### src/verilog/reset_seq_pkg.sv
/*
 * Constants for the reset and start-up sequencer: clock modes, time-outs,
 * speed-switch counts and status reset values.
 * Assumes a 50 MHz REF_CLK drives the sequencer.
 */
package reset_seq_pkg;
	typedef enum logic [2:0] {
		low_power_crystal_mode = 3'h0,
		crystal_mode = 3'h1,
		high_speed_crystal_mode = 3'h2,
		external_clock_mode = 3'h3,
		internal_clock_mode = 3'h4,
		internal_clock_out_mode = 3'h5,
		resistor_capacitor_mode = 3'h6,
		resistor_capacitor_out_mode = 3'h7
	} osc_mode_type;

	typedef enum logic [2:0] {
		st_reset = 3'h0,
		st_power_timer = 3'h1,
		st_crystal_timer = 3'h3,
		st_wait_clear = 3'h2,
		st_run = 3'h6
	} seq_state_type;

	localparam int REF_CLK_HZ = 50000000;
	localparam int POWERUP_TIME_MS = 72;
	localparam int POWERUP_CYCLES = REF_CLK_HZ / 1000 * POWERUP_TIME_MS;
	localparam int CRYSTAL_START_COUNT = 1024;
	localparam int FAST_CLOCK_HZ = 4000000;
	localparam int SLOW_CLOCK_HZ = 48000;
	localparam int FAST_DIVIDE = REF_CLK_HZ / FAST_CLOCK_HZ;
	localparam int SLOW_DIVIDE = REF_CLK_HZ / SLOW_CLOCK_HZ;
	localparam int OLD_SPEED_PULSES = 2;
	localparam int NEW_SPEED_PULSES = 8;
	localparam int CLOCK_OUT_DIVIDE = 4;
	localparam int GLITCH_FILTER_CYCLES = 100;
	localparam int BROWNOUT_MIN_CYCLES = 5000;
	localparam logic POWER_ON_STATUS_RESET = 1'h0;
	localparam logic EXPIRED_RESET = 1'h1;
	localparam logic SLEEP_RESET = 1'h1;
	localparam logic SPEED_RESET = 1'h1;
endpackage

### src/verilog/pulse_filter.sv
/*
 * Pulse filter: output follows the input only after it has held a new
 * level for a set number of cycles.
 * Assumes the input is already synchronised to clk.
 */
`timescale 1ns/1ps
`default_nettype none
module pulse_filter #(
	parameter int HOLD_CYCLES = 100,
	parameter logic INIT = 1'h0
) (
	input wire logic clk,
	input wire logic rst,
	input wire logic level_in,
	output logic level_out
);
	localparam int CW = $clog2(HOLD_CYCLES + 1);
	logic [CW-1:0] count;

	always_ff @(posedge clk or posedge rst)
	begin
		if (rst)
		begin
			count <= '0;
			level_out <= INIT;
		end
		else if (level_in == level_out)
			count <= '0;
		else if (count == CW'(HOLD_CYCLES - 1))
		begin
			count <= '0;
			level_out <= level_in;
		end
		else
			count <= count + 1'b1;
	end
endmodule
`default_nettype wire

### src/verilog/reset_timeout_sequencer.sv
/*
 * Reset and start-up sequencer: reset causes, status flags, power-up and
 * crystal start-up timers, dual-speed clock enable and clock output.
 * Assumes analogue detectors and pins arrive asynchronously, and that the
 * fast/slow internal rates are produced as enables from REF_CLK.
 */
`timescale 1ns/1ps
`default_nettype none
module reset_timeout_sequencer
	import reset_seq_pkg::*;
#(
	parameter int POWERUP_COUNT = POWERUP_CYCLES,
	parameter int BROWNOUT_COUNT = BROWNOUT_MIN_CYCLES,
	parameter int FILTER_COUNT = GLITCH_FILTER_CYCLES
) (
	// clock and power-on reset
	input wire logic REF_CLK,
	input wire logic RST,
	// analogue detectors and pins
	input wire logic SUPPLY_ABOVE_THRESHOLD,
	input wire logic MASTER_CLEAR_PIN_N,
	input wire logic OSCILLATOR_INPUT_PIN,
	// watchdog and sleep events
	input wire logic WATCHDOG_TIMEOUT,
	input wire logic SLEEP_ACTIVE,
	input wire logic SLEEP_WAKE,
	// configuration word
	input wire logic [2:0] OSCILLATOR_SELECT_BITS,
	input wire logic POWERUP_TIMER_DISABLE_N,
	input wire logic BROWNOUT_ENABLE,
	// software writes to status bits
	input wire logic SPEED_SELECT_WRITE,
	input wire logic SPEED_SELECT_VALUE,
	input wire logic STATUS_WRITE,
	input wire logic POWER_ON_STATUS_VALUE,
	input wire logic BROWNOUT_STATUS_VALUE,
	// reset and clock outputs
	output logic CHIP_RESET,
	output logic REGISTER_RESET,
	output logic SYSTEM_CLOCK_EN,
	output logic OSCILLATOR_OUTPUT_PIN,
	output logic OSCILLATOR_OUTPUT_EN,
	// status
	output logic SPEED_SELECT_FLAG,
	output logic POWER_ON_STATUS,
	output logic BROWNOUT_STATUS,
	output logic WATCHDOG_EXPIRED_FLAG,
	output logic SLEEP_ENTERED_FLAG,
	output logic [2:0] RESET_CAUSE
);
	localparam int PW = $clog2(POWERUP_COUNT + 1);
	localparam int BW = $clog2(BROWNOUT_COUNT + 1);
	localparam int DW = $clog2(SLOW_DIVIDE + 1);

	function automatic logic is_crystal(input logic [2:0] m);
		return m == low_power_crystal_mode || m == crystal_mode ||
			m == high_speed_crystal_mode;
	endfunction

	function automatic logic is_internal(input logic [2:0] m);
		return m == internal_clock_mode || m == internal_clock_out_mode;
	endfunction

	// synchronisers
	logic [1:0] supply_sync, clear_sync, osc_sync;
	logic osc_prev;
	always_ff @(posedge REF_CLK or posedge RST)
	begin
		if (RST)
		begin
			supply_sync <= 2'h0;
			clear_sync <= 2'h0;
			osc_sync <= 2'h0;
			osc_prev <= 1'h0;
		end
		else
		begin
			supply_sync <= {supply_sync[0], SUPPLY_ABOVE_THRESHOLD};
			clear_sync <= {clear_sync[0], MASTER_CLEAR_PIN_N};
			osc_sync <= {osc_sync[0], OSCILLATOR_INPUT_PIN};
			osc_prev <= osc_sync[1];
		end
	end
	wire logic osc_rise = osc_sync[1] & ~osc_prev;

	logic clear_n;
	pulse_filter #(.HOLD_CYCLES(FILTER_COUNT), .INIT(1'h0)) clear_filter (
		.clk(REF_CLK),
		.rst(RST),
		.level_in(clear_sync[1]),
		.level_out(clear_n)
	);

	// brown-out detect: low supply must persist for the minimum duration
	logic [BW-1:0] low_count;
	logic brownout;
	always_ff @(posedge REF_CLK or posedge RST)
	begin
		if (RST)
		begin
			low_count <= '0;
			brownout <= 1'h0;
		end
		else if (!BROWNOUT_ENABLE || supply_sync[1])
		begin
			low_count <= '0;
			brownout <= 1'h0;
		end
		else if (low_count == BW'(BROWNOUT_COUNT - 1))
			brownout <= 1'h1;
		else
			low_count <= low_count + 1'b1;
	end

	// reset sequence; RST is the supply-rise power-on pulse
	seq_state_type state;
	logic [PW-1:0] pw_count;
	logic [10:0] xt_count;
	logic from_power_on, wake_pending, sleeping;
	wire logic pw_on = !POWERUP_TIMER_DISABLE_N;
	wire logic xt_on = is_crystal(OSCILLATOR_SELECT_BITS);
	wire logic wd_reset = WATCHDOG_TIMEOUT && !sleeping;

	always_ff @(posedge REF_CLK or posedge RST)
	begin
		if (RST)
		begin
			state <= st_reset;
			pw_count <= '0;
			xt_count <= 11'h0;
			from_power_on <= 1'h1;
			wake_pending <= 1'h0;
		end
		else if (brownout)
		begin
			state <= st_reset;
			pw_count <= '0;
			xt_count <= 11'h0;
			from_power_on <= 1'h0;
		end
		else
		begin
			unique case (state)
				st_reset:
					if (supply_sync[1] || !BROWNOUT_ENABLE)
					begin
						pw_count <= '0;
						xt_count <= 11'h0;
						if (pw_on && (from_power_on || BROWNOUT_ENABLE))
							state <= st_power_timer;
						else if (xt_on && from_power_on)
							state <= st_crystal_timer;
						else
							state <= st_wait_clear;
					end
				st_power_timer:
					if (pw_count == PW'(POWERUP_COUNT - 1))
						state <= (xt_on && from_power_on) ?
							st_crystal_timer : st_wait_clear;
					else
						pw_count <= pw_count + 1'b1;
				st_crystal_timer:
					if (xt_count == 11'(CRYSTAL_START_COUNT))
						state <= st_wait_clear;
					else if (osc_rise)
						xt_count <= xt_count + 1'b1;
				st_wait_clear:
					if (clear_n)
						state <= st_run;
				st_run:
					if (!clear_n || wd_reset)
					begin
						state <= st_wait_clear;
						from_power_on <= 1'h0;
					end
					else if (SLEEP_WAKE && xt_on)
					begin
						state <= st_crystal_timer;
						xt_count <= 11'h0;
						wake_pending <= 1'h1;
					end
				default:
					state <= st_reset;
			endcase
			if (state == st_wait_clear && clear_n)
				wake_pending <= 1'h0;
		end
	end

	wire logic held = (state != st_run);

	// reset cause and status flags
	logic prev_held;
	always_ff @(posedge REF_CLK or posedge RST)
	begin
		if (RST)
		begin
			sleeping <= 1'h0;
			prev_held <= 1'h1;
			RESET_CAUSE <= 3'h0;
			WATCHDOG_EXPIRED_FLAG <= EXPIRED_RESET;
			SLEEP_ENTERED_FLAG <= SLEEP_RESET;
			POWER_ON_STATUS <= POWER_ON_STATUS_RESET;
			BROWNOUT_STATUS <= 1'h0;
			REGISTER_RESET <= 1'h1;
		end
		else
		begin
			prev_held <= held;
			REGISTER_RESET <= held && !wake_pending;
			if (state == st_run && SLEEP_ACTIVE)
			begin
				sleeping <= 1'h1;
				SLEEP_ENTERED_FLAG <= 1'h0;
			end
			if (brownout)
			begin
				BROWNOUT_STATUS <= 1'h0;
				RESET_CAUSE <= 3'h5;
				sleeping <= 1'h0;
			end
			else if (state == st_run && WATCHDOG_TIMEOUT)
			begin
				WATCHDOG_EXPIRED_FLAG <= 1'h0;
				RESET_CAUSE <= sleeping ? 3'h4 : 3'h3;
				sleeping <= 1'h0;
			end
			else if (state == st_run && !clear_n)
			begin
				RESET_CAUSE <= sleeping ? 3'h2 : 3'h1;
				if (sleeping)
				begin
					WATCHDOG_EXPIRED_FLAG <= 1'h1;
					SLEEP_ENTERED_FLAG <= 1'h0;
				end
				sleeping <= 1'h0;
			end
			else if (state == st_run && SLEEP_WAKE)
				sleeping <= 1'h0;
			else if (STATUS_WRITE)
			begin
				POWER_ON_STATUS <= POWER_ON_STATUS_VALUE;
				BROWNOUT_STATUS <= BROWNOUT_STATUS_VALUE;
			end
		end
	end

	// dual-speed internal clock enable with halted transition
	logic [DW-1:0] div_count;
	logic fast, target;
	logic switching;
	logic [3:0] pulse_count;
	wire logic [DW-1:0] div_end = fast ? DW'(FAST_DIVIDE - 1) :
		DW'(SLOW_DIVIDE - 1);
	wire logic tick = (div_count == div_end);

	always_ff @(posedge REF_CLK or posedge RST)
	begin
		if (RST)
			target <= SPEED_RESET;
		else if (held && !wake_pending)
			target <= SPEED_RESET;
		else if (SPEED_SELECT_WRITE && is_internal(OSCILLATOR_SELECT_BITS))
			target <= SPEED_SELECT_VALUE;
	end

	always_ff @(posedge REF_CLK or posedge RST)
	begin
		if (RST)
		begin
			div_count <= '0;
			fast <= SPEED_RESET;
			switching <= 1'h0;
			pulse_count <= 4'h0;
		end
		else
		begin
			div_count <= tick ? '0 : div_count + 1'b1;
			if (!switching && target != fast)
			begin
				switching <= 1'h1;
				pulse_count <= 4'h0;
			end
			else if (switching && tick)
			begin
				if (pulse_count == 4'(OLD_SPEED_PULSES - 1))
				begin
					fast <= target;
					div_count <= '0;
				end
				if (pulse_count == 4'(OLD_SPEED_PULSES + NEW_SPEED_PULSES - 1))
					switching <= 1'h0;
				pulse_count <= pulse_count + 1'b1;
			end
		end
	end

	// system clock enable and clock output
	logic [1:0] out_div;
	wire logic rc_out = (OSCILLATOR_SELECT_BITS == resistor_capacitor_out_mode)
		|| (OSCILLATOR_SELECT_BITS == internal_clock_out_mode);
	wire logic sys_tick = is_internal(OSCILLATOR_SELECT_BITS) ? tick : osc_rise;
	always_ff @(posedge REF_CLK or posedge RST)
	begin
		if (RST)
		begin
			out_div <= 2'h0;
			SYSTEM_CLOCK_EN <= 1'h0;
			OSCILLATOR_OUTPUT_PIN <= 1'h0;
			OSCILLATOR_OUTPUT_EN <= 1'h0;
			SPEED_SELECT_FLAG <= SPEED_RESET;
			CHIP_RESET <= 1'h1;
		end
		else
		begin
			CHIP_RESET <= held;
			SPEED_SELECT_FLAG <= target;
			SYSTEM_CLOCK_EN <= sys_tick && !switching && !held;
			OSCILLATOR_OUTPUT_EN <= rc_out;
			if (sys_tick && !switching)
			begin
				out_div <= out_div + 1'b1;
				if (out_div == 2'(CLOCK_OUT_DIVIDE / 2 - 1) || out_div == 2'h3)
					OSCILLATOR_OUTPUT_PIN <= ~OSCILLATOR_OUTPUT_PIN;
			end
		end
	end
endmodule
`default_nettype wire

### config.mk
export PLATFORM = sky130hd
export DESIGN_NAME = reset_timeout_sequencer
export DESIGN_NICKNAME = d
export VERILOG_FILES = /design/src/verilog/reset_seq_pkg.sv /design/src/verilog/pulse_filter.sv /design/src/verilog/reset_timeout_sequencer.sv
export SDC_FILE = /design/constraint.sdc
export NUM_CORES = 1
export LEC_CHECK = 0
export BUFFER_PORTS_ARGS = -buffer_cell sky130_fd_sc_hd__buf_2
export CAP_MARGIN = 10
export CORE_MARGIN = 8
export CORE_UTILIZATION = 40
export CTS_BUF_LIST = sky130_fd_sc_hd__clkbuf_4
export CTS_CLUSTER_DIAMETER = 150
export DETAILED_ROUTE_END_ITERATION = 7
export HOLD_SLACK_MARGIN = 0.12
export PLACE_DENSITY = 0.62
export SLEW_MARGIN = 20
export SYNTH_ARGS = -nofsm -noshare
export SYNTH_HDL_FRONTEND = slang
export SYNTH_SLANG_ARGS = --single-unit
### constraint.sdc
create_clock -name REF_CLK -period 3.7 [get_ports REF_CLK]
set_input_delay 0.74 -clock REF_CLK [delete_from_list [all_inputs] [get_ports REF_CLK]]
set_output_delay 0.74 -clock REF_CLK [all_outputs]
set_load 0.005 [all_outputs]
==> results.sh, run 1 <==
export IMPL_grt_max_degree=75
export IMPL_grt_overflow_total=0
export IMPL_cts_root_buf="clkbuf_4"
export IMPL_cp_max_fo=23
export IMPL_finalCritPeriodShare_pct=65.9
export IMPL_arrival_ns=2.84
export IMPL_hold_path_class="input pin to flop"
export IMPL_cts_buffers=9
export IMPL_row_count=41
export IMPL_core_area_sq_um=12600
export IMPL_synthArstFlopShare_pct=100
export IMPL_h_tree_depth=3
export IMPL_required_ns=4.10
export IMPL_die_area_sq_um=16700
export IMPL_firstDrtPassIters=4
export IMPL_hold_violations=0
export IMPL_powerDensity_nw_per_um2=443
export IMPL_cts_hold_buf=0
export IMPL_skew_ns=0.0168
export IMPL_seqPwrFrac_pct=55.2
export IMPL_cts_resized=0
export IMPL_slew_headroom_pct=38.0
export IMPL_grt_pass1_vias=3839
export IMPL_power_switching_mw=0.804
export IMPL_fin_util_pct=44.5
export IMPL_final_max_slew_violation_count=0
export IMPL_startpoint_type="flop"
export IMPL_dpl_hpwl_um=7540
export IMPL_netlist_area_sq_um=5110
export IMPL_p_comb_share_pct=18.3
export IMPL_rsz0062_at_grt="no"
export IMPL_ant_nets=0
export IMPL_fillers=1246
export IMPL_worstHoldPathCells=1
export IMPL_vias=3952
export IMPL_routed_wl_um=10600
export IMPL_cts_tree="done"
export IMPL_status="completed"
export IMPL_synth_compound_area_share_pct=13.5
export IMPL_worst_r2r_cell_count=6
export IMPL_grt_use_total_pct=13.9
export IMPL_grt_pass1_wl_um=18600
export IMPL_start_util_pct=40.7
export IMPL_drv_cap=0
export IMPL_antenna_found_initial=1
export IMPL_wl_per_cell_um=14.7
export IMPL_portBuffers=30
export IMPL_post_synth_top_area_fraction_pct=45.5
export IMPL_synth_seq_cells=101
export IMPL_post_cts_buffers=0
export IMPL_leakage_nw=2.37
export IMPL_nets=577
export IMPL_yosysTopAreaCell="dfrtp_1"
export IMPL_synthFlopType="dfrtp_1"
export IMPL_synth_xor_area_share_pct=5.48
export IMPL_area_growth_pct=9.30
export IMPL_synth_nets=546
export IMPL_swShare_pct=32.5
export IMPL_synth_distinct_cells=62
export IMPL_internal_power_mw=1.67
export IMPL_clock_sinks=101
export IMPL_critPathKind="flop to flop"
export IMPL_setup_worst_path_end_class="flop"
export IMPL_clockBufferDepth=2
export IMPL_worstMarginPinSlew_ns=0.931
export IMPL_yosysSeqAreaShare_pct=49.6
export IMPL_clk_pin_slew_worst_paths_ns=0.16
export IMPL_drt_iter0_markers=264
export IMPL_timing_fmax_mhz=410
export IMPL_drt_drc_violations_left=0
export IMPL_setup_viol_count_final=0
export IMPL_synth_edf_count=0
export IMPL_clk_latency_ns=0.47
export IMPL_fin_crit_ns=2.44
export IMPL_synth_top_family_by_area="simple AND/OR/NAND/NOR gates"
export IMPL_synth_mux_area_share_pct=2.64
export IMPL_tns_ns=0
export IMPL_avgSynthCellArea_sq_um=9.91
export IMPL_power_frac_clock_pct=26.4
export IMPL_die_height_um=129
export IMPL_ys_warn_count=0
export IMPL_layout_drive_gt1_share_pct=13.4
export IMPL_via_per_inst=5.45
export IMPL_ir_drop_v=0.000240
export IMPL_synth_area_leaders="dfrtp_1 46%, nor2_1 4.2%, dfstp_2 4.1%"
export IMPL_seq_area_sq_um=2540
export IMPL_multi_input_area_sq_um=2430
export IMPL_die_width_um=129
export IMPL_syn_inst=516
export IMPL_gp_congestion=0.800
export IMPL_synth_simple_area_share_pct=23.0
export IMPL_io_pins=31
export IMPL_synthAdderAreaFrac_pct=2.94
[path summary, 6_finish.rpt]
check,start,slack (ns),endpoint
max,pw_count[0],1.26,pw_count[13]
max reg2reg,pw_count[0],1.26,pw_count[13]
max in group asynchronous,RST,2.46,div_count[7]
min,SUPPLY_ABOVE_THRESHOLD,0.36,supply_sync[0]
min reg2reg,osc_sync[0],0.37,osc_sync[1]
min in group asynchronous,RST,0.44,pw_count[16]
[cell families (layout without fill, tap and decap cells)]
family / after synthesis / count (layout)
simple gates: 223 / 223
compound gates: 106 / 106
flops: 101 / 101
xor+xnor: 32 / 32
buf+inv: 29 / 65
mux: 13 / 13
fa+ha+maj: 12 / 12
other cells: 0 / 1
[cells in the final DEF, fill, tap and decap left out, types with 3 or more instances in the layout]
master,n
dfrtp_1,93
nor2_1,57
nand2_1,47
buf_2,30
nand3_1,28
a21oi_1,27
o21ai_0,21
xor2_1,19
a31oi_1,14
nor3_1,14
inv_1,13
xnor2_1,13
ha_1,12
and3_1,11
clkbuf_4,10
o31ai_1,9
mux2i_1,9
dfstp_2,8
nor2b_1,8
nand4_1,8
nand2b_1,8
and2_1,7
or4_1,6
nor4_1,6
o211ai_1,5
a21o_1,4
nor4bb_1,4
mux2_2,4
o21ai_1,3
or3_1,3
a41oi_1,3
a31o_2,3
a32o_1,3
buf_4,3
[state kept, by name (all words and copies together), names as in the netlist, 3 cells and up]
name,flops
pulse_count,4
xt_count,11
div_count,11
low_count,13
pw_count,22
state,3
clear_filter.count,7
RESET_CAUSE,3
[Yosys cell counts, types with 9 or more instances]
cell / instances
ha_1: 12
inv_1: 14
a21oi_1: 27
nand2_1: 47
nand3_1: 28
o21ai_0: 21
a31oi_1: 14
and3_1: 11
dfrtp_1: 93
o31ai_1: 9
mux2i_1: 9
nor2_1: 57
xor2_1: 19
nor3_1: 14
xnor2_1: 13
[power by group through the flow]
stage	combinational, mW	clock [mW]	sequential (mW)
floorplan	0.398	0	1.33
global placement	0.439	0	1.38
detailed placement	0.454	0	1.38
CTS	0.455	0.683	1.36
global route	0.517	0.725	1.39
finish	0.453	0.655	1.37
[area by class of cell]
cell class / count / area share, %
antenna: 1 / 0.0448
clock buffer: 10 / 1.34
clock inverter: 6 / 1.57
inverter: 16 / 1.16
multi-input combinational: 386 / 43.5
sequential: 101 / 45.4
tap: 172 / 3.85
timing repair buffer: 33 / 3.09
[critical path, cell delays in order (launching register included)]
cell and delay (ns):
dfrtp_1 0.45, ha_1 0.26, and2_1 0.21, and2_1 0.24, a21oi_2 0.77, a41oi_1 0.23, a31oi_1 0.21
[layer usage]
metal | global-route usage [%] | vias up | wire length [um]
li1 | - | 1939 | -
met4 | 6.77 | 0 | 247
met5 | 0 | - | 0
met3 | 2.63 | 16 | 497
met1 | 19.0 | 1922 | 5310
met2 | 20.6 | 75 | 4590
[through the flow]
stage          power (mW)  hold slack, ns  cell area, sq um  cells  worst slack [ns]
3_5_place_dp         1.83           0.336              5420    708              1.21
3_3_place_gp         1.82           0.332              5420    708              1.26
6_report             2.48           0.357              5590    725              1.26
5_1_grt              2.63           0.311              5590    725              1.04
4_1_cts              2.50           0.321              5580    724              1.27
2_1_floorplan        1.73           0.331              5110    516             0.326
(Power assumes the default switching activity.)
==> run 2, diff against run 1 <==
- ABC_AREA: not set -> 1
- clock period: 3.7 -> 2.45 ns (I/O delays scaled with it)
==> run 2 against run 1 <==
- sequential power is 33% higher
- flip-flop and latch count stayed put
- highest routed layer unchanged
- global-route usage is 0.064 points higher
- cell area is 13% higher
==> results.sh, run 2 <==
export IMPL_start_util_pct=40.3
export IMPL_worstMarginPinSlew_ns=0.746
export IMPL_yosysTopAreaCell="dfrtp_1"
export IMPL_die_height_um=136
export IMPL_setup_viol_count_final=0
export IMPL_setup_slack_ns=0.498
export IMPL_drt_iter0_markers=270
export IMPL_slew_headroom_pct=50.0
export IMPL_wl_per_cell_um=11.8
export IMPL_final_area_sq_um=6300
export IMPL_arrival_ns=2.37
export IMPL_ir_drop_v=0.000233
export IMPL_netlist_area_sq_um=5770
export IMPL_die_width_um=136
export IMPL_dpl_hpwl_um=8920
export IMPL_rsz0062_at_grt="no"
export IMPL_status="completed"
export IMPL_synth_nets=809
export IMPL_hold_violations=0
export IMPL_fin_crit_ns=1.95
export IMPL_synth_seq_cells=101
export IMPL_post_synth_top_area_fraction_pct=40.4
export IMPL_cts_tree="done"
export IMPL_final_common_cell="nand2_1"
export IMPL_h_tree_depth=3
export IMPL_reg_top3="pw_count: 22 flops, low_count: 13 flops"
export IMPL_grt_use_total_pct=13.9
export IMPL_finalCritPeriodShare_pct=79.7
export IMPL_synth_distinct_cells=39
export IMPL_drt_drc_violations_left=0
export IMPL_stdcell_count=1006
export IMPL_gp_congestion=0.846
export IMPL_antenna_found_initial=0
export IMPL_diodes=0
export IMPL_dp_cells=986
export IMPL_syn_inst=779
export IMPL_synth_most_common_cell="nand2_1"
export IMPL_clockBufferDepth=2
export IMPL_final_max_slew_violation_count=0
export IMPL_clock_sinks=101
export IMPL_hold_path_class="input pin to flop"
export IMPL_portBuffers=30
export IMPL_ant_nets=0
export IMPL_synthFlopType="dfrtp_1"
export IMPL_required_ns=2.87
export IMPL_setup_worst_path_end_class="flop"
export IMPL_core_area_sq_um=14300
export IMPL_leakage_nw=3.20
export IMPL_vias=4797
export IMPL_cts_resized=0
export IMPL_firstDrtPassIters=5
export IMPL_ys_warn_count=0
export IMPL_cts_root_buf="clkbuf_4"
export IMPL_routed_wl_um=11900
export IMPL_grt_pass1_vias=4508
export IMPL_skew_ns=0.0177
export IMPL_dpl_cell_area_sq_um=6100
export IMPL_grt_max_degree=57
export IMPL_via_per_inst=4.77
export IMPL_powerDensity_nw_per_um2=550
export IMPL_cts_buffers=9
export IMPL_drv_cap=0
export IMPL_die_area_sq_um=18500
export IMPL_synth_area_leaders="dfrtp_1 40%, nand2_1 16%, nor2_1 6.6%"
export IMPL_grt_pass1_wl_um=21000
export IMPL_fin_util_pct=44.0
export IMPL_tns_ns=0
export IMPL_synth_edf_count=0
export IMPL_nets=847
export IMPL_largest_reg_flops=22
export IMPL_synthArstFlopShare_pct=100
export IMPL_cts_hold_buf=4
export IMPL_yosysSeqAreaShare_pct=44.0
export IMPL_layout_drive_gt1_share_pct=10.8
export IMPL_grt_overflow_total=0
export IMPL_timing_fmax_mhz=512
export IMPL_avgSynthCellArea_sq_um=7.40
export IMPL_io_pins=31
export IMPL_area_growth_pct=9.27
export IMPL_clk_pin_slew_worst_paths_ns=0.15
export IMPL_clk_latency_ns=0.47
export IMPL_preCtsSetupSlack_ns=0.480
export IMPL_top_register="pw_count"
export IMPL_post_cts_buffers=0
export IMPL_yosys_top_cells_count="246 x nand2_1, 101 x nor2_1, 97 x inv_1"
export IMPL_cp_max_fo=11
export IMPL_mostFrequentLayoutCells="246 x nand2_1, 101 x nor2_1, 96 x inv_1"
export IMPL_critPathKind="flop to flop"
export IMPL_startpoint_type="flop"
export IMPL_row_count=44
run 2: cell types whose count changed in the layout (fill, tap and decap cells not counted), moves of 8 or more:
| cell | previous run | this run |
|---|---|---|
| nand2_1 | 47 | 246 |
| inv_1 | 13 | 96 |
| nor2_1 | 57 | 101 |
| nand3_1 | 28 | 65 |
| a31oi_1 | 14 | 1 |
| and3_1 | 11 | 0 |
| mux2i_1 | 9 | 0 |
| nand4_1 | 8 | 17 |
| o31ai_1 | 9 | 0 |
| a21oi_1 | 27 | 19 |
| nand2b_1 | 8 | 0 |
| nor2b_1 | 8 | 0 |
run 2: worst paths after layout:
| kind | from | to | slack (ns) | depth (start not counted) |
|---|---|---|---|---|
| worst max-delay path | brownout | xt_count[9] | 0.50 | 8 |
| worst min-delay path | OSCILLATOR_SELECT_BITS[0] | OSCILLATOR_OUTPUT_EN | 0.21 | 3 |
| worst max register to register | brownout | xt_count[9] | 0.50 | 8 |
| worst min register to register | osc_sync[0] | osc_sync[1] | 0.36 | 0 |
| max in group asynchronous | RST | fast | 1.17 | 4 |
| min in group asynchronous | RST | RESET_CAUSE[2] | 0.57 | 3 |
run 2: logic make-up after synthesis:
logic type      after synthesis  synth area share [%]
compound gates               47                  4.84
xor+xnor                     23                  3.49
fa+ha+maj                    12                  2.60
buf+inv                     112                  8.14
flops                       101                  44.0
simple gates                484                  36.9
run 2: area by class of cell:
cell class	instances	area, sq um
clock buffers	11	82.6
clock inverters	5	75.1
fillers	1489	8010
inverters	101	383
multi-input cells	566	2760
flip-flops and latches	101	2540
well taps	184	230
repair buffers	38	233
run 2: report_power, final:
group / internal, mW / switching, mW / total (mW)
registers: 1.74 / 0.0800 / 1.82
logic: 0.195 / 0.464 / 0.659
clock network: 0.431 / 0.549 / 0.980
total: 2.37 / 1.09 / 3.46
run 2: metal layers:
layer,share of wire [%],GRT usage [%],vias up
met5,0,0,-
met4,1.1,4.64,0
met3,4.1,3.44,10
met2,45,22.0,64
met1,50,18.3,2195
li1,-,-,2528
run 2: critical path, cell delays in order (launching register included):
cell,delay [ns]
dfrtp_1,0.52
inv_1,0.21
nand2_1,0.16
nor2_4,0.06
inv_2,0.05
nand3_2,0.08
nor2_1,0.59
nand2_1,0.13
nand2_1,0.09
run 2: stage by stage:
step / power, mW / hold WS (ns)
2_1_floorplan: 2.42 / 0.331
3_3_place_gp: 2.52 / 0.333
3_5_place_dp: 2.52 / 0.335
4_1_cts: 3.53 / 0.151
5_1_grt: 3.69 / 0.133
6_report: 3.46 / 0.205
